**src/rtl/chfd_params.svh**
```systemverilog
// offsets, fields, write masks, reset values, fifo depth and descriptor size of the fifo and dma control block
// Notes on behaviour
// - burst code 0..7 selects 1,4,8,16,32,64,128,256 words per transfer.
// - fill above receive threshold: dma request in dma mode, else enabled interrupt.
// - fill at or below transmit threshold: dma request in dma mode, else interrupt.
// - write-protect register bit 0 shows the card write-protect input level.
// - read-only 32-bit count of bytes sent from card interface unit to card.
// - read-only 32-bit count of bytes moved between host side and fifo.
// - bus-mode bits 10:8 mirror the programmed burst-size code, read-only.
// - bus-mode bit 7 switches the descriptor dma on or off.
// - 5-bit skip length spaces unchained descriptors by that many words, in every mode.
// - bus-mode bit 1 makes dma bus transfers fixed-length bursts.
// - writing bus-mode bit 0 resets the dma controller, bit then self-clears.
// - descriptor without ownership bit suspends the dma, fetching stops.
// - any write to poll-demand register restarts descriptor fetching after suspension.
// - descriptor walk starts at the programmed list start address, word aligned.
// - status shows fifo full, empty, transmit and receive threshold conditions.
`ifndef CHFD_PARAMS_SVH
`define CHFD_PARAMS_SVH
`define CHFD_ADDR_FIFO_THRESHOLD 8'h4c
`define CHFD_ADDR_WRITE_PROTECT 8'h54
`define CHFD_ADDR_CARD_BYTES 8'h5c
`define CHFD_ADDR_HOST_BYTES 8'h60
`define CHFD_ADDR_BUS_MODE 8'h80
`define CHFD_ADDR_POLL_DEMAND 8'h84
`define CHFD_ADDR_LIST_BASE 8'h88
`define CHFD_ADDR_IRQ_STATUS 8'ha0
`define CHFD_ADDR_IRQ_MASK 8'ha4
`define CHFD_ADDR_FIFO_STATUS 8'ha8
`define CHFD_RESET_WORD 32'h0000_0000
`define CHFD_FIFO_DEPTH 13'h0400
`define CHFD_DESC_BYTES 32'h0000_0010
`define CHFD_FTH_WRITE_MASK 32'h7fff_0fff
`define CHFD_DMA_BUS_MODE_WRITE_MASK 32'h0000_00fe
`define CHFD_IRQ_BITS 3
`define CHFD_IRQ_RX 0
`define CHFD_IRQ_TX 1
`define CHFD_IRQ_SUSPEND 2
`define CHFD_DMA_BUS_MODE_SWR 0
`define CHFD_DMA_BUS_MODE_FB 1
`define CHFD_DMA_BUS_MODE_DE 7
`endif

```
**src/rtl/chfd_pkg.sv**
```systemverilog
// types of the fifo and dma control block
package chfd_pkg;
	typedef enum logic [3:0] {
		CHFD_IDLE = 4'b0000,
		CHFD_SUSPEND = 4'b0001,
		CHFD_DESC_RD = 4'b0010,
		CHFD_DESC_CHK = 4'b0011,
		CHFD_DATA = 4'b0110,
		CHFD_DESC_CLOSE = 4'b1000
	} chfd_dma_state_e;

	function automatic logic [8:0] chfd_burst_words(input logic [2:0] code);
		chfd_burst_words = (code == 3'h0) ? 9'h001 : 9'(9'h002 << code);
	endfunction : chfd_burst_words
endpackage : chfd_pkg

```
**src/rtl/chfd_fetch_if.sv**
```systemverilog
// signals between the register block and the descriptor fetch engine
`timescale 1ns/1ps
interface chfd_fetch_if;
	import chfd_pkg::*;
	logic enable;
	logic soft_reset;
	logic poll;
	logic [31:0] base_addr;
	logic [4:0] skip_len;
	logic rd_req;
	logic [31:0] rd_addr;
	logic rd_valid;
	logic rd_own;
	logic rd_chained;
	logic [31:0] rd_next_addr;
	logic desc_done;
	logic suspend_evt;
	logic desc_active;
	chfd_dma_state_e state;
	modport regs(output enable, soft_reset, poll, base_addr, skip_len, rd_valid, rd_own,
		rd_chained, rd_next_addr, desc_done, input rd_req, rd_addr, suspend_evt,
		desc_active, state);
	modport engine(input enable, soft_reset, poll, base_addr, skip_len, rd_valid, rd_own,
		rd_chained, rd_next_addr, desc_done, output rd_req, rd_addr, suspend_evt,
		desc_active, state);
endinterface : chfd_fetch_if

```
**src/rtl/chfd_desc_fetch.sv**
```systemverilog
// descriptor fetch engine of the built-in dma
`timescale 1ns/1ps
module chfd_desc_fetch
	import chfd_pkg::*;
(
	input wire logic pclk,
	input wire logic presetn,
	chfd_fetch_if.engine fi
);
	`include "chfd_params.svh"
	chfd_dma_state_e state;
	chfd_dma_state_e next_state;
	logic [31:0] addr;
	logic [31:0] next_addr;
	logic own;
	logic chained;
	logic [31:0] step_addr;
	logic [31:0] chain_addr;
	logic [31:0] start_addr;

	assign start_addr = {fi.base_addr[31:2], 2'b00};
	assign chain_addr = {fi.rd_next_addr[31:2], 2'b00};
	assign step_addr = addr + `CHFD_DESC_BYTES + {25'h0, fi.skip_len, 2'b00};

	always_comb begin
		next_state = state;
		next_addr = addr;
		case (state)
			CHFD_IDLE: begin
				next_addr = start_addr;
				next_state = CHFD_DESC_RD;
			end
			CHFD_DESC_RD: begin
				if (fi.rd_valid) begin
					next_state = CHFD_DESC_CHK;
				end
			end
			CHFD_DESC_CHK: begin
				next_state = own ? CHFD_DATA : CHFD_SUSPEND;
			end
			CHFD_SUSPEND: begin
				if (fi.poll) begin
					next_state = CHFD_DESC_RD;
				end
			end
			CHFD_DATA: begin
				if (fi.desc_done) begin
					next_state = CHFD_DESC_CLOSE;
				end
			end
			CHFD_DESC_CLOSE: begin
				next_addr = chained ? chain_addr : step_addr;
				next_state = CHFD_DESC_RD;
			end
			default: begin
				next_state = CHFD_IDLE;
			end
		endcase
	end

	always_ff @(posedge pclk or negedge presetn) begin
		if (!presetn) begin
			state <= CHFD_IDLE;
			addr <= 32'h0;
			own <= 1'b0;
			chained <= 1'b0;
		end else if (fi.soft_reset || !fi.enable) begin
			state <= CHFD_IDLE;
			addr <= 32'h0;
			own <= 1'b0;
			chained <= 1'b0;
		end else begin
			state <= next_state;
			addr <= next_addr;
			if (state == CHFD_DESC_RD && fi.rd_valid) begin
				own <= fi.rd_own;
				chained <= fi.rd_chained;
			end
		end
	end

	assign fi.state = state;
	assign fi.rd_addr = addr;
	assign fi.rd_req = (state == CHFD_DESC_RD);
	assign fi.desc_active = (state == CHFD_DATA);
	assign fi.suspend_evt = (state == CHFD_DESC_CHK) && !own;
endmodule : chfd_desc_fetch

```
**src/rtl/chfd_top.sv**
```systemverilog
// fifo threshold and built-in dma control registers with apb slave
//
// Chosen here: the APB interface to the registers.
`timescale 1ns/1ps
module chfd_top
	import chfd_pkg::*;
(
	input wire logic pclk,
	input wire logic presetn,
	input wire logic psel,
	input wire logic penable,
	input wire logic pwrite,
	input wire logic [7:0] paddr,
	input wire logic [31:0] pwdata,
	input wire logic [3:0] pstrb,
	output logic [31:0] prdata,
	output logic pready,
	output logic pslverr,
	input wire logic [12:0] fifo_count,
	input wire logic xfer_to_card,
	input wire logic xfer_start,
	input wire logic card_write_protect,
	input wire logic card_bytes_valid,
	input wire logic [3:0] card_bytes,
	input wire logic host_bytes_valid,
	input wire logic [3:0] host_bytes,
	input wire logic desc_rd_valid,
	input wire logic desc_rd_own,
	input wire logic desc_rd_chained,
	input wire logic [31:0] desc_rd_next_addr,
	input wire logic desc_done,
	output logic desc_rd_req,
	output logic [31:0] desc_rd_addr,
	output logic dma_req,
	output logic [8:0] burst_words,
	output logic fixed_length_bursts,
	output logic dma_on_switch,
	output logic dma_soft_reset,
	output logic irq
);
	`include "chfd_params.svh"
	chfd_fetch_if fi();

	logic [31:0] fifo_threshold_config;
	logic [31:0] dma_bus_mode;
	logic [31:0] descriptor_list_base;
	logic [31:0] card_side_byte_count;
	logic [31:0] host_side_byte_count;
	logic [`CHFD_IRQ_BITS-1:0] irq_status;
	logic [`CHFD_IRQ_BITS-1:0] irq_mask;
	logic [`CHFD_IRQ_BITS-1:0] irq_set;
	logic [`CHFD_IRQ_BITS-1:0] irq_clear;
	logic [`CHFD_IRQ_BITS-1:0] next_irq_status;
	logic write_protect_level;
	logic descriptor_poll_demand;
	logic soft_reset_pend;
	logic [31:0] next_prdata;
	logic [31:0] wmask;
	logic [31:0] fth_wdata;
	logic [31:0] dma_bus_mode_wdata;
	logic [31:0] fth_rd;
	logic [31:0] dma_bus_mode_rd;
	logic [31:0] wp_rd;
	logic [31:0] fstat_rd;
	logic [11:0] receive_threshold;
	logic [11:0] transmit_threshold;
	logic [2:0] burst_code;
	logic [4:0] descriptor_skip_length;
	logic rx_level;
	logic tx_level;
	logic fifo_full;
	logic fifo_empty;
	logic setup;
	logic access;
	logic wr_en;
	logic hit_fth;
	logic hit_wp;
	logic hit_cbc;
	logic hit_hbc;
	logic hit_dma_bus_mode;
	logic hit_poll;
	logic hit_base;
	logic hit_ists;
	logic hit_imsk;
	logic hit_fsts;
	logic mapped;
	logic bad_access;
	logic next_dma_req;
	logic resume_fetch_write;

	// apb phase decode
	assign setup = psel && !penable;
	assign access = psel && penable && pready;
	assign wr_en = access && pwrite && !pslverr;
	assign hit_fth = (paddr == `CHFD_ADDR_FIFO_THRESHOLD);
	assign hit_wp = (paddr == `CHFD_ADDR_WRITE_PROTECT);
	assign hit_cbc = (paddr == `CHFD_ADDR_CARD_BYTES);
	assign hit_hbc = (paddr == `CHFD_ADDR_HOST_BYTES);
	assign hit_dma_bus_mode = (paddr == `CHFD_ADDR_BUS_MODE);
	assign hit_poll = (paddr == `CHFD_ADDR_POLL_DEMAND);
	assign hit_base = (paddr == `CHFD_ADDR_LIST_BASE);
	assign hit_ists = (paddr == `CHFD_ADDR_IRQ_STATUS);
	assign hit_imsk = (paddr == `CHFD_ADDR_IRQ_MASK);
	assign hit_fsts = (paddr == `CHFD_ADDR_FIFO_STATUS);
	assign mapped = hit_fth || hit_wp || hit_cbc || hit_hbc || hit_dma_bus_mode || hit_poll ||
		hit_base || hit_ists || hit_imsk || hit_fsts;
	// read-only and write-only words refuse the wrong direction
	assign bad_access = !mapped || (pwrite && (hit_wp || hit_cbc || hit_hbc || hit_fsts)) ||
		(!pwrite && hit_poll);
	assign wmask = {{8{pstrb[3]}}, {8{pstrb[2]}}, {8{pstrb[1]}}, {8{pstrb[0]}}};

	// field views of the threshold and bus-mode registers
	assign burst_code = fifo_threshold_config[30:28];
	assign receive_threshold = fifo_threshold_config[27:16];
	assign transmit_threshold = fifo_threshold_config[11:0];
	assign descriptor_skip_length = dma_bus_mode[6:2];

	assign rx_level = fifo_count > {1'b0, receive_threshold};
	assign tx_level = fifo_count <= {1'b0, transmit_threshold};
	assign fifo_full = fifo_count >= `CHFD_FIFO_DEPTH;
	assign fifo_empty = fifo_count == 13'h0000;

	assign next_dma_req = dma_bus_mode[`CHFD_DMA_BUS_MODE_DE] &&
		(xfer_to_card ? tx_level : rx_level);

	// byte-lane merge for the threshold and bus-mode words
	assign fth_wdata = (fifo_threshold_config & ~(wmask & `CHFD_FTH_WRITE_MASK)) |
		(pwdata & wmask & `CHFD_FTH_WRITE_MASK);
	assign dma_bus_mode_wdata = (dma_bus_mode & ~(wmask & `CHFD_DMA_BUS_MODE_WRITE_MASK)) |
		(pwdata & wmask & `CHFD_DMA_BUS_MODE_WRITE_MASK);

	assign dma_bus_mode_rd = {21'h0, burst_code, dma_bus_mode[7:1], soft_reset_pend};
	assign fth_rd = {1'b0, fifo_threshold_config[30:16], 4'h0, transmit_threshold};
	assign wp_rd = {31'h0, write_protect_level};
	assign fstat_rd = {fifo_count, 15'h0, fifo_full, fifo_empty, tx_level, rx_level};

	always_comb begin
		next_prdata = 32'h0;
		case (1'b1)
			hit_fth: next_prdata = fth_rd;
			hit_wp: next_prdata = wp_rd;
			hit_cbc: next_prdata = card_side_byte_count;
			hit_hbc: next_prdata = host_side_byte_count;
			hit_dma_bus_mode: next_prdata = dma_bus_mode_rd;
			hit_base: next_prdata = descriptor_list_base;
			hit_ists: next_prdata = {29'h0, irq_status};
			hit_imsk: next_prdata = {29'h0, irq_mask};
			hit_fsts: next_prdata = fstat_rd;
			default: next_prdata = 32'h0;
		endcase
	end

	// apb answer one cycle after setup
	always_ff @(posedge pclk or negedge presetn) begin
		if (!presetn) begin
			pready <= 1'b0;
			pslverr <= 1'b0;
			prdata <= `CHFD_RESET_WORD;
		end else begin
			pready <= setup;
			pslverr <= setup && bad_access;
			if (setup) begin
				prdata <= (pwrite || bad_access) ? 32'h0 : next_prdata;
			end
		end
	end

	// writable configuration words
	always_ff @(posedge pclk or negedge presetn) begin
		if (!presetn) begin
			fifo_threshold_config <= `CHFD_RESET_WORD;
			dma_bus_mode <= `CHFD_RESET_WORD;
			descriptor_list_base <= `CHFD_RESET_WORD;
			irq_mask <= 3'h0;
		end else if (wr_en) begin
			if (hit_fth) begin
				fifo_threshold_config <= fth_wdata;
			end
			if (hit_dma_bus_mode) begin
				dma_bus_mode <= dma_bus_mode_wdata;
			end
			if (hit_base) begin
				descriptor_list_base <= pwdata;
			end
			if (hit_imsk) begin
				irq_mask <= pwdata[`CHFD_IRQ_BITS-1:0];
			end
		end
	end

	always_ff @(posedge pclk or negedge presetn) begin
		if (!presetn) begin
			soft_reset_pend <= 1'b0;
		end else begin
			soft_reset_pend <= wr_en && hit_dma_bus_mode && pstrb[0] && pwdata[`CHFD_DMA_BUS_MODE_SWR];
		end
	end

	assign resume_fetch_write = wr_en && hit_poll;
	always_ff @(posedge pclk or negedge presetn) begin
		if (!presetn) begin
			descriptor_poll_demand <= 1'b0;
		end else begin
			descriptor_poll_demand <= resume_fetch_write;
		end
	end

	always_ff @(posedge pclk or negedge presetn) begin
		if (!presetn) begin
			card_side_byte_count <= `CHFD_RESET_WORD;
			host_side_byte_count <= `CHFD_RESET_WORD;
		end else if (xfer_start) begin
			card_side_byte_count <= 32'h0;
			host_side_byte_count <= 32'h0;
		end else begin
			if (card_bytes_valid) begin
				card_side_byte_count <= card_side_byte_count + {28'h0, card_bytes};
			end
			if (host_bytes_valid) begin
				host_side_byte_count <= host_side_byte_count + {28'h0, host_bytes};
			end
		end
	end

	assign irq_set[`CHFD_IRQ_RX] = !dma_bus_mode[`CHFD_DMA_BUS_MODE_DE] && !xfer_to_card && rx_level;
	assign irq_set[`CHFD_IRQ_TX] = !dma_bus_mode[`CHFD_DMA_BUS_MODE_DE] && xfer_to_card && tx_level;
	assign irq_set[`CHFD_IRQ_SUSPEND] = fi.suspend_evt;
	assign irq_clear = (wr_en && hit_ists) ? pwdata[`CHFD_IRQ_BITS-1:0] : 3'h0;
	// set wins over clear
	assign next_irq_status = (irq_status & ~irq_clear) | irq_set;

	always_ff @(posedge pclk or negedge presetn) begin
		if (!presetn) begin
			irq_status <= 3'h0;
			irq <= 1'b0;
		end else begin
			irq_status <= next_irq_status;
			irq <= |(next_irq_status & irq_mask);
		end
	end

	// registered outputs and pin sampling
	always_ff @(posedge pclk or negedge presetn) begin
		if (!presetn) begin
			write_protect_level <= 1'b0;
			dma_req <= 1'b0;
			burst_words <= 9'h001;
			fixed_length_bursts <= 1'b0;
			dma_on_switch <= 1'b0;
			dma_soft_reset <= 1'b0;
			desc_rd_req <= 1'b0;
			desc_rd_addr <= 32'h0;
		end else begin
			write_protect_level <= card_write_protect;
			dma_req <= next_dma_req;
			burst_words <= chfd_burst_words(burst_code);
			fixed_length_bursts <= dma_bus_mode[`CHFD_DMA_BUS_MODE_FB];
			dma_on_switch <= dma_bus_mode[`CHFD_DMA_BUS_MODE_DE];
			dma_soft_reset <= soft_reset_pend;
			desc_rd_req <= fi.rd_req && !desc_rd_valid && dma_bus_mode[`CHFD_DMA_BUS_MODE_DE];
			desc_rd_addr <= fi.rd_addr;
		end
	end

	// engine hookup
	assign fi.enable = dma_bus_mode[`CHFD_DMA_BUS_MODE_DE];
	assign fi.soft_reset = soft_reset_pend;
	assign fi.poll = descriptor_poll_demand;
	assign fi.base_addr = descriptor_list_base;
	assign fi.skip_len = descriptor_skip_length;
	assign fi.rd_valid = desc_rd_valid && desc_rd_req;
	assign fi.rd_own = desc_rd_own;
	assign fi.rd_chained = desc_rd_chained;
	assign fi.rd_next_addr = desc_rd_next_addr;
	assign fi.desc_done = desc_done;

	chfd_desc_fetch u_fetch (
		.pclk(pclk),
		.presetn(presetn),
		.fi(fi)
	);
endmodule : chfd_top

```
**config.mk**
```make
export PLATFORM = sky130hd
export DESIGN_NAME = chfd_top
export DESIGN_NICKNAME = d
export VERILOG_FILES = /design/src/rtl/chfd_pkg.sv /design/src/rtl/chfd_fetch_if.sv /design/src/rtl/chfd_desc_fetch.sv /design/src/rtl/chfd_top.sv
export VERILOG_INCLUDE_DIRS = /design/src /design/src/rtl
export SDC_FILE = /design/constraint.sdc
export NUM_CORES = 1
export LEC_CHECK = 0
export ABC_AREA = 1
export BUFFER_PORTS_ARGS = -buffer_cell sky130_fd_sc_hd__buf_4
export CAP_MARGIN = 0
export CORE_ASPECT_RATIO = 1.4
export CORE_MARGIN = 4
export CORE_UTILIZATION = 48
export CTS_BUF_LIST = sky130_fd_sc_hd__clkbuf_16
export DETAILED_ROUTE_END_ITERATION = 16
export PLACE_DENSITY = 0.67
export SLEW_MARGIN = 20
export SYNTH_ARGS = -nofsm -noshare
export SYNTH_HDL_FRONTEND = slang
export SYNTH_SLANG_ARGS = --single-unit
```
**constraint.sdc**
```tcl
create_clock -name pclk -period 4.1 [get_ports pclk]
set_input_delay 0.82 -clock pclk [delete_from_list [all_inputs] [get_ports pclk]]
set_output_delay 0.82 -clock pclk [all_outputs]
set_load 0.01 [all_outputs]
```
==> impl_results.md, run 1 <==
- CP arrival: 3.63 ns
- Layout area overhead: 18.1%
- # clock sinks: 253
- Vias: 14020
- Lkg Pwr: 8.11 nW
- Inserted Diodes: 0
- Register area share after synthesis: 0.438
- Hold_ws: 0.334 ns
- Post-CTS Setup Bufs: 0
- Core area: 0.0298 mm2
- Primary FF master, synth: dfrtp_1
- Hold/Removal Path Class: in -> async
- Max-slew violations: 0
- Worst-Margin Slew: 0.964 ns
- Post-route ant nets: 0
- Initial Utilization: 0.485
- Antenna violations before repair: 0
- Worst-path clk slew: 0.07 ns
- Initial DRT Pass Iterations: 7
- Yosys top cell by area: dfrtp_1
- Mean Syn Cell Area: 7.56 um2
- Area of the die: 0.0330 mm2
- I/O pins: 192
- DRT iter0 DRCs: 1046
- R2R setup slack: 0.95 ns
- Power per cell area: 311 mW/mm2
- Yosys cell types: 59
- Post-synth top cells: nand2_1, dfrtp_1, inv_1
- Routed WL: 53100 um
- Synthesized instance count: 1915
- Number of global-route vias before repair: 13879
- Clk pwr share: 0.451
- Most frequent cell after synthesis: nand2_1
- Crit path capture type: register
- Die H: 213 um
- Placed wire-length estimate: 42200 um
- Clk_lat worst skew: 0.55 ns
- Comb power frac: 0.071
- Hold-fix buffers at CTS: 0
- Die X: 155 um
- CTS Root Cell: clkbuf_16
- CTS H-tree depth: 1
- Crit share post-route: 0.767
- Largest net degree at the start of global routing: 106
- Non-filler instance count after layout: 2492
- Fmax achieved: 318 MHz
- Worst Clk Skew: 0.00842 ns
- Final Hold Fails: 0
- Placed cell count: 2443
- First-pass GRT wire length: 80900 um
- CTS Buf Count: 27
- R2R Path End: u_fetch.fi.rd_addr[27]$_DFFE_PN0P_
- Worst path required time: 4.59 ns
- Layout cells sized above 1: 0.148
- IO Port Bufs: 186
- Net Sw Frac: 0.251
- Via density: 5.63
- FP Rows: 75
- Int Pwr: 0.00398 W
- Register Area: 0.00633 mm2
- # nets final: 2243
- WS Path Type: reg -> reg
- Net Switching: 0.00133 W
- Worst reg2reg path startpoint: dma_bus_mode[3]$_DFFE_PN0P_
- Aggregate global routing overflow: 0
- DR DRC count: 0
- Finish-stage setup viols: 0
- Critical path peak fanout: 5
- Peak supply drop: 0.445 mV
- CTS Buffer Depth: 3
- Total chip power: 0.00531 W
- Tmin final: 3.15 ns
- RSZ-0062 raised after global routing: false
- Reg power frac: 0.477
- Yosys top cell area share: 0.436
- FF+latch count, synth: 253
- Worst r2r path cells: 16
- Synth Cell Area: 0.0145 mm2
- Area contributors post-synth: dfrtp_1, nand2_1, o21ai_0, inv_1, ha_1
- # resized after CTS: 0
- FFs w/ async S/R, synth: 1.00
- EDFF count, synth: 0
- Slew HR: 0.351
- Area of the multi-input gates: 0.00691 mm2
- Filler cell count: 2883
- Gp weighted congestion: 1.02
- Outcome: finished, final reports clean
- CTS tree: built
- Startpoint type of the worst setup path: register
- WL per Instance: 21.3 um
- Synthesis warning total: 0
- Final setup TNS: 0 ns
- Max Cap Viol: 0
- Tot GR Track Use: 0.319
==> registers in the layout, summed over array words and instances, names as in the netlist, 3 cells and up <==
signal,flops
host_side_byte_count,32
dma_bus_mode,7
fifo_threshold_config,27
u_fetch.fi.state,4
irq_status,3
desc_rd_addr,30
prdata,32
burst_words,8
descriptor_list_base,32
u_fetch.fi.rd_addr,30
card_side_byte_count,32
irq_mask,3
==> through the flow <==
step / util / worst slack [ns] / instance area (um2)
4_1_cts: 0.573 / 1.01 / 17100
5_1_grt: 0.573 / 0.708 / 17100
3_5_place_dp: 0.545 / 0.924 / 16300
2_1_floorplan: - / 1.62 / 14500
3_3_place_gp: 0.545 / 0.967 / 16300
6_report: 0.573 / 0.954 / 17100
==> worst max-delay path, cell delays in order (launching register included) <==
cell	delay, ns
dfrtp_1	0.43
ha_1	0.30
ha_1	0.23
inv_1	0.12
fa_1	0.48
inv_1	0.09
nand3_1	0.06
nand2_1	0.15
nand2_1	0.11
a21oi_2	0.21
nand2_1	0.11
nor2_2	0.31
a21oi_1	0.11
nand3b_1	0.18
nand2_1	0.11
nand2_1	0.05
nand2_1	0.05
==> worst max-delay path by stage <==
stage	from	to	slack, ns
final	dma_bus_mode[3]$_DFFE_PN0P_	u_fetch.fi.rd_addr[27]$_DFFE_PN0P_	0.95
after global routing	dma_bus_mode[3]$_DFFE_PN0P_	u_fetch.fi.rd_addr[19]$_DFFE_PN0P_	0.71
after CTS	dma_bus_mode[3]$_DFFE_PN0P_	u_fetch.fi.rd_addr[27]$_DFFE_PN0P_	1.01
after detailed placement	paddr[1]	prdata[15]$_DFFE_PN0P_	0.92
after global placement	paddr[1]	prdata[15]$_DFFE_PN0P_	0.97
after floorplan	card_bytes[0]	card_side_byte_count[16]$_DFFE_PN0P_	1.62
==> final cells by class <==
class / instances / share of cell area
flip-flops and latches: 253 / 0.370
well taps: 385 / 0.0282
clock buffers: 27 / 0.0395
repair buffers: 205 / 0.0919
clock inverters: 22 / 0.00974
multi-input cells: 1345 / 0.404
inverters: 255 / 0.0561
==> layout by cell type, fill, tap and decap left out, types with 42 or more instances in the layout <==
| cell | instances |
|---|---|
| inv_1 | 249 |
| nor2_1 | 139 |
| dfrtp_1 | 252 |
| nor3_1 | 57 |
| nand3_1 | 88 |
| nand4_1 | 49 |
| o21ai_0 | 209 |
| nand2_1 | 470 |
| ha_1 | 42 |
| buf_4 | 202 |
| a21oi_1 | 90 |
==> power groups by stage <==
stage	combinational, W	sequential (W)	clock [W]
6_report	0.000379	0.00253	0.00239
5_1_grt	0.000424	0.00253	0.00254
4_1_cts	0.000381	0.00253	0.00243
3_5_place_dp	0.000380	0.00258	0
3_3_place_gp	0.000375	0.00258	0
2_1_floorplan	0.000162	0.00257	0
==> cells by family after synthesis <==
group,count (synthesis),synth area share
XOR/XNOR,16,0.00968
flip-flops,253,0.438
other,1,0.000259
multiplexers,2,0.00156
buffers and inverters,319,0.0859
adder cells (fa/ha/maj),45,0.0405
AO/OA/AOI/OAI,403,0.154
AND/OR/NAND/NOR,876,0.271
==> metal layers <==
metal / GRT usage / wire length, um / up-vias
met3: 0.0321 / 2940 / 152
met5: 0 / 0 / -
met4: 0.164 / 3330 / 0
li1: - / - / 6696
met2: 0.578 / 27100 / 539
met1: 0.375 / 19700 / 6633
Note: power is estimated with default switching activity, not from simulation.
==> run 2, diff against run 1 <==
clock period = 3.2 ns   (was 4.1 ns; I/O delays follow)
==> impl_results.md, run 2 (same netlist as run 1, synthesis figures left out) <==
- Outcome: finished, final reports clean (unchanged)
- # clock sinks: 253 (unchanged)
- Final setup TNS: 0 ns (unchanged)
- Layout area overhead: 19.4% (was 18.1%)
- Core area: 0.0298 mm2 (unchanged)
- CTS Root Cell: clkbuf_16 (unchanged)
- DR DRC count: 0 (unchanged)
- Startpoint type of the worst setup path: register (unchanged)
- Worst Clk Skew: 0.0181 ns (was 0.00842 ns)
- Largest net degree at the start of global routing: 81 (was 106)
- CTS Buf Count: 27 (unchanged)
- Slew HR: 0.486 (was 0.351)
- Gp weighted congestion: 0.993 (was 1.02)
- Lkg Pwr: 8.18 nW (was 8.11 nW)
- R2R setup slack: 0.23 ns (was 0.95 ns)
- Via density: 5.63 (about the same)
- Area of the die: 0.0330 mm2 (unchanged)
- DRT iter0 DRCs: 954 (was 1046)
- Vias: 14085 (was 14020)
- Worst-path clk slew: 0.06 ns (was 0.07 ns)
- Finished Cell Area: 0.0173 mm2 (was 0.0171 mm2)
- IO Port Bufs: 186 (unchanged)
- Hold/Removal Path Class: in -> async (unchanged)
- Power per cell area: 407 mW/mm2 (was 311 mW/mm2)
- Top delay family on crit path: simple AND/OR/NAND/NOR gates (unchanged)
- Placed cell count: 2456 (was 2443)
- Placed Area: 0.0164 mm2 (was 0.0163 mm2)
- CP max-delay cell: fa_1 (unchanged)
- Die X: 155 um (unchanged)
- Non-filler instance count after layout: 2504 (was 2492)
- WL per Instance: 21.4 um (was 21.3 um)
- Routed WL: 53700 um (was 53100 um)
- Worst-Margin Slew: 0.764 ns (was 0.964 ns)
- Max Cap Viol: 0 (unchanged)
- Number of global-route vias before repair: 14273 (was 13879)
- Commonest non-fill, non-tap cell in the layout: nand2_1 (unchanged)
- Clk_lat worst skew: 0.56 ns (was 0.55 ns)
- Initial DRT Pass Iterations: 6 (was 7)
- Fmax achieved: 337 MHz (was 318 MHz)
- Hold-fix buffers at CTS: 0 (unchanged)
- Peak supply drop: 0.442 mV (was 0.445 mV)
- Worst stage delay on the critical path: 0.46 ns (was 0.48 ns)
- Max-slew violations: 0 (unchanged)
- CTS tree: built (unchanged)
- Die H: 213 um (unchanged)
- Post-CTS Setup Bufs: 0 (unchanged)
- I/O pins: 192 (unchanged)
- Filler cell count: 2861 (was 2883)
- CP arrival: 3.45 ns (was 3.63 ns)
- Worst path cell trace: ha_1 -> ha_1 -> inv_1 -> fa_1 -> inv_1 -> nand3_1 -> nand2_1 -> nand2_1 -> a21oi_2 -> nand2_1 -> nor2_2 -> a21oi_1 -> nand3b_1 -> nand2_1 -> nand2_1 -> nand2_1 (unchanged)
- Layout cells sized above 1: 0.152 (was 0.148)
- Final Hold Fails: 0 (unchanged)
- Tot GR Track Use: 0.322 (was 0.319)
- First-pass GRT wire length: 81900 um (was 80900 um)
- Placed wire-length estimate: 43100 um (was 42200 um)
- Post-route ant nets: 0 (unchanged)
- # resized after CTS: 0 (unchanged)
- Most used cell, CP: nand2_1 (unchanged)
- # nets final: 2256 (was 2243)
- Antenna violations before repair: 0 (unchanged)
- Crit share post-route: 0.928 (was 0.767)
- Crit path capture type: register (unchanged)
- Inserted Diodes: 0 (unchanged)
- CTS H-tree depth: 1 (unchanged)
- Fin util: 0.579 (was 0.573)
- Critical path peak fanout: 5 (unchanged)
- CTS Buffer Depth: 3 (unchanged)
- Most frequent cells in the layout: nand2_1, dfrtp_1, inv_1 (unchanged)
- WS Path Type: reg -> reg (unchanged)
- Initial Utilization: 0.485 (unchanged)
- FP Rows: 75 (unchanged)
- Worst path required time: 3.68 ns (was 4.59 ns)
- Aggregate global routing overflow: 0 (unchanged)
- RSZ-0062 raised after global routing: false (unchanged)
- Tmin final: 2.97 ns (was 3.15 ns)
- CP bufs+invs: 2 (unchanged)
- Finish-stage setup viols: 0 (unchanged)
[run 2: cell count changes in the layout (fill, tap and decap cells not counted), sizes merged]
cell / change
clkinvlp: +3
bufinv: +3
inv: -2
clkinv: -5
buf: +13
[run 2: worst paths after layout]
path / start / to / cells past startpoint
max in group asynchronous: presetn / burst_words[0]$_DFF_PN1_ / 2
worst max-delay path: dma_bus_mode[3]$_DFFE_PN0P_ / u_fetch.fi.rd_addr[27]$_DFFE_PN0P_ / 16
min in group pclk: card_write_protect / write_protect_level$_DFF_PN0_ / 1
worst max register to register: dma_bus_mode[3]$_DFFE_PN0P_ / u_fetch.fi.rd_addr[27]$_DFFE_PN0P_ / 16
worst min-delay path: presetn / u_fetch.fi.rd_addr[17]$_DFFE_PN0P_ / 1
worst min register to register: u_fetch.fi.rd_addr[4]$_DFFE_PN0P_ / desc_rd_addr[4]$_DFF_PN0_ / 0
[run 2: cell type report]
type,count,area [um2],share of cell area
flip-flops and latches,253,6330,0.367
well taps,385,482,0.0279
multi-input cells,1345,6910,0.400
clock inverters,21,236,0.0137
clock buffers,27,676,0.0391
inverters,255,960,0.0556
repair buffers,218,1680,0.0973
[run 2: metrics by stage]
step	hold slack (ns)	setup WS (ns)	power (W)
finish	0.0850	0.230	0.00703
global route	0.146	0.00537	0.00725
CTS	0.112	0.243	0.00708
detailed placement	0.376	0.277	0.00380
global placement	0.381	0.285	0.00379
floorplan	0.344	0.743	0.00350
[run 2: layer usage]
metal	global-route usage	up-vias	wire [um]
met5	0	-	0
met4	0.180	0	3450
met2	0.586	524	27500
li1	-	6726	-
met3	0.0325	140	2830
met1	0.370	6695	19900
[run 2: where the power goes]
part | switching (W) | internal, W
clock network | 0.00136 | 0.00194
registers | 0.0000288 | 0.00322
logic | 0.000314 | 0.000181
total | 0.00170 | 0.00533
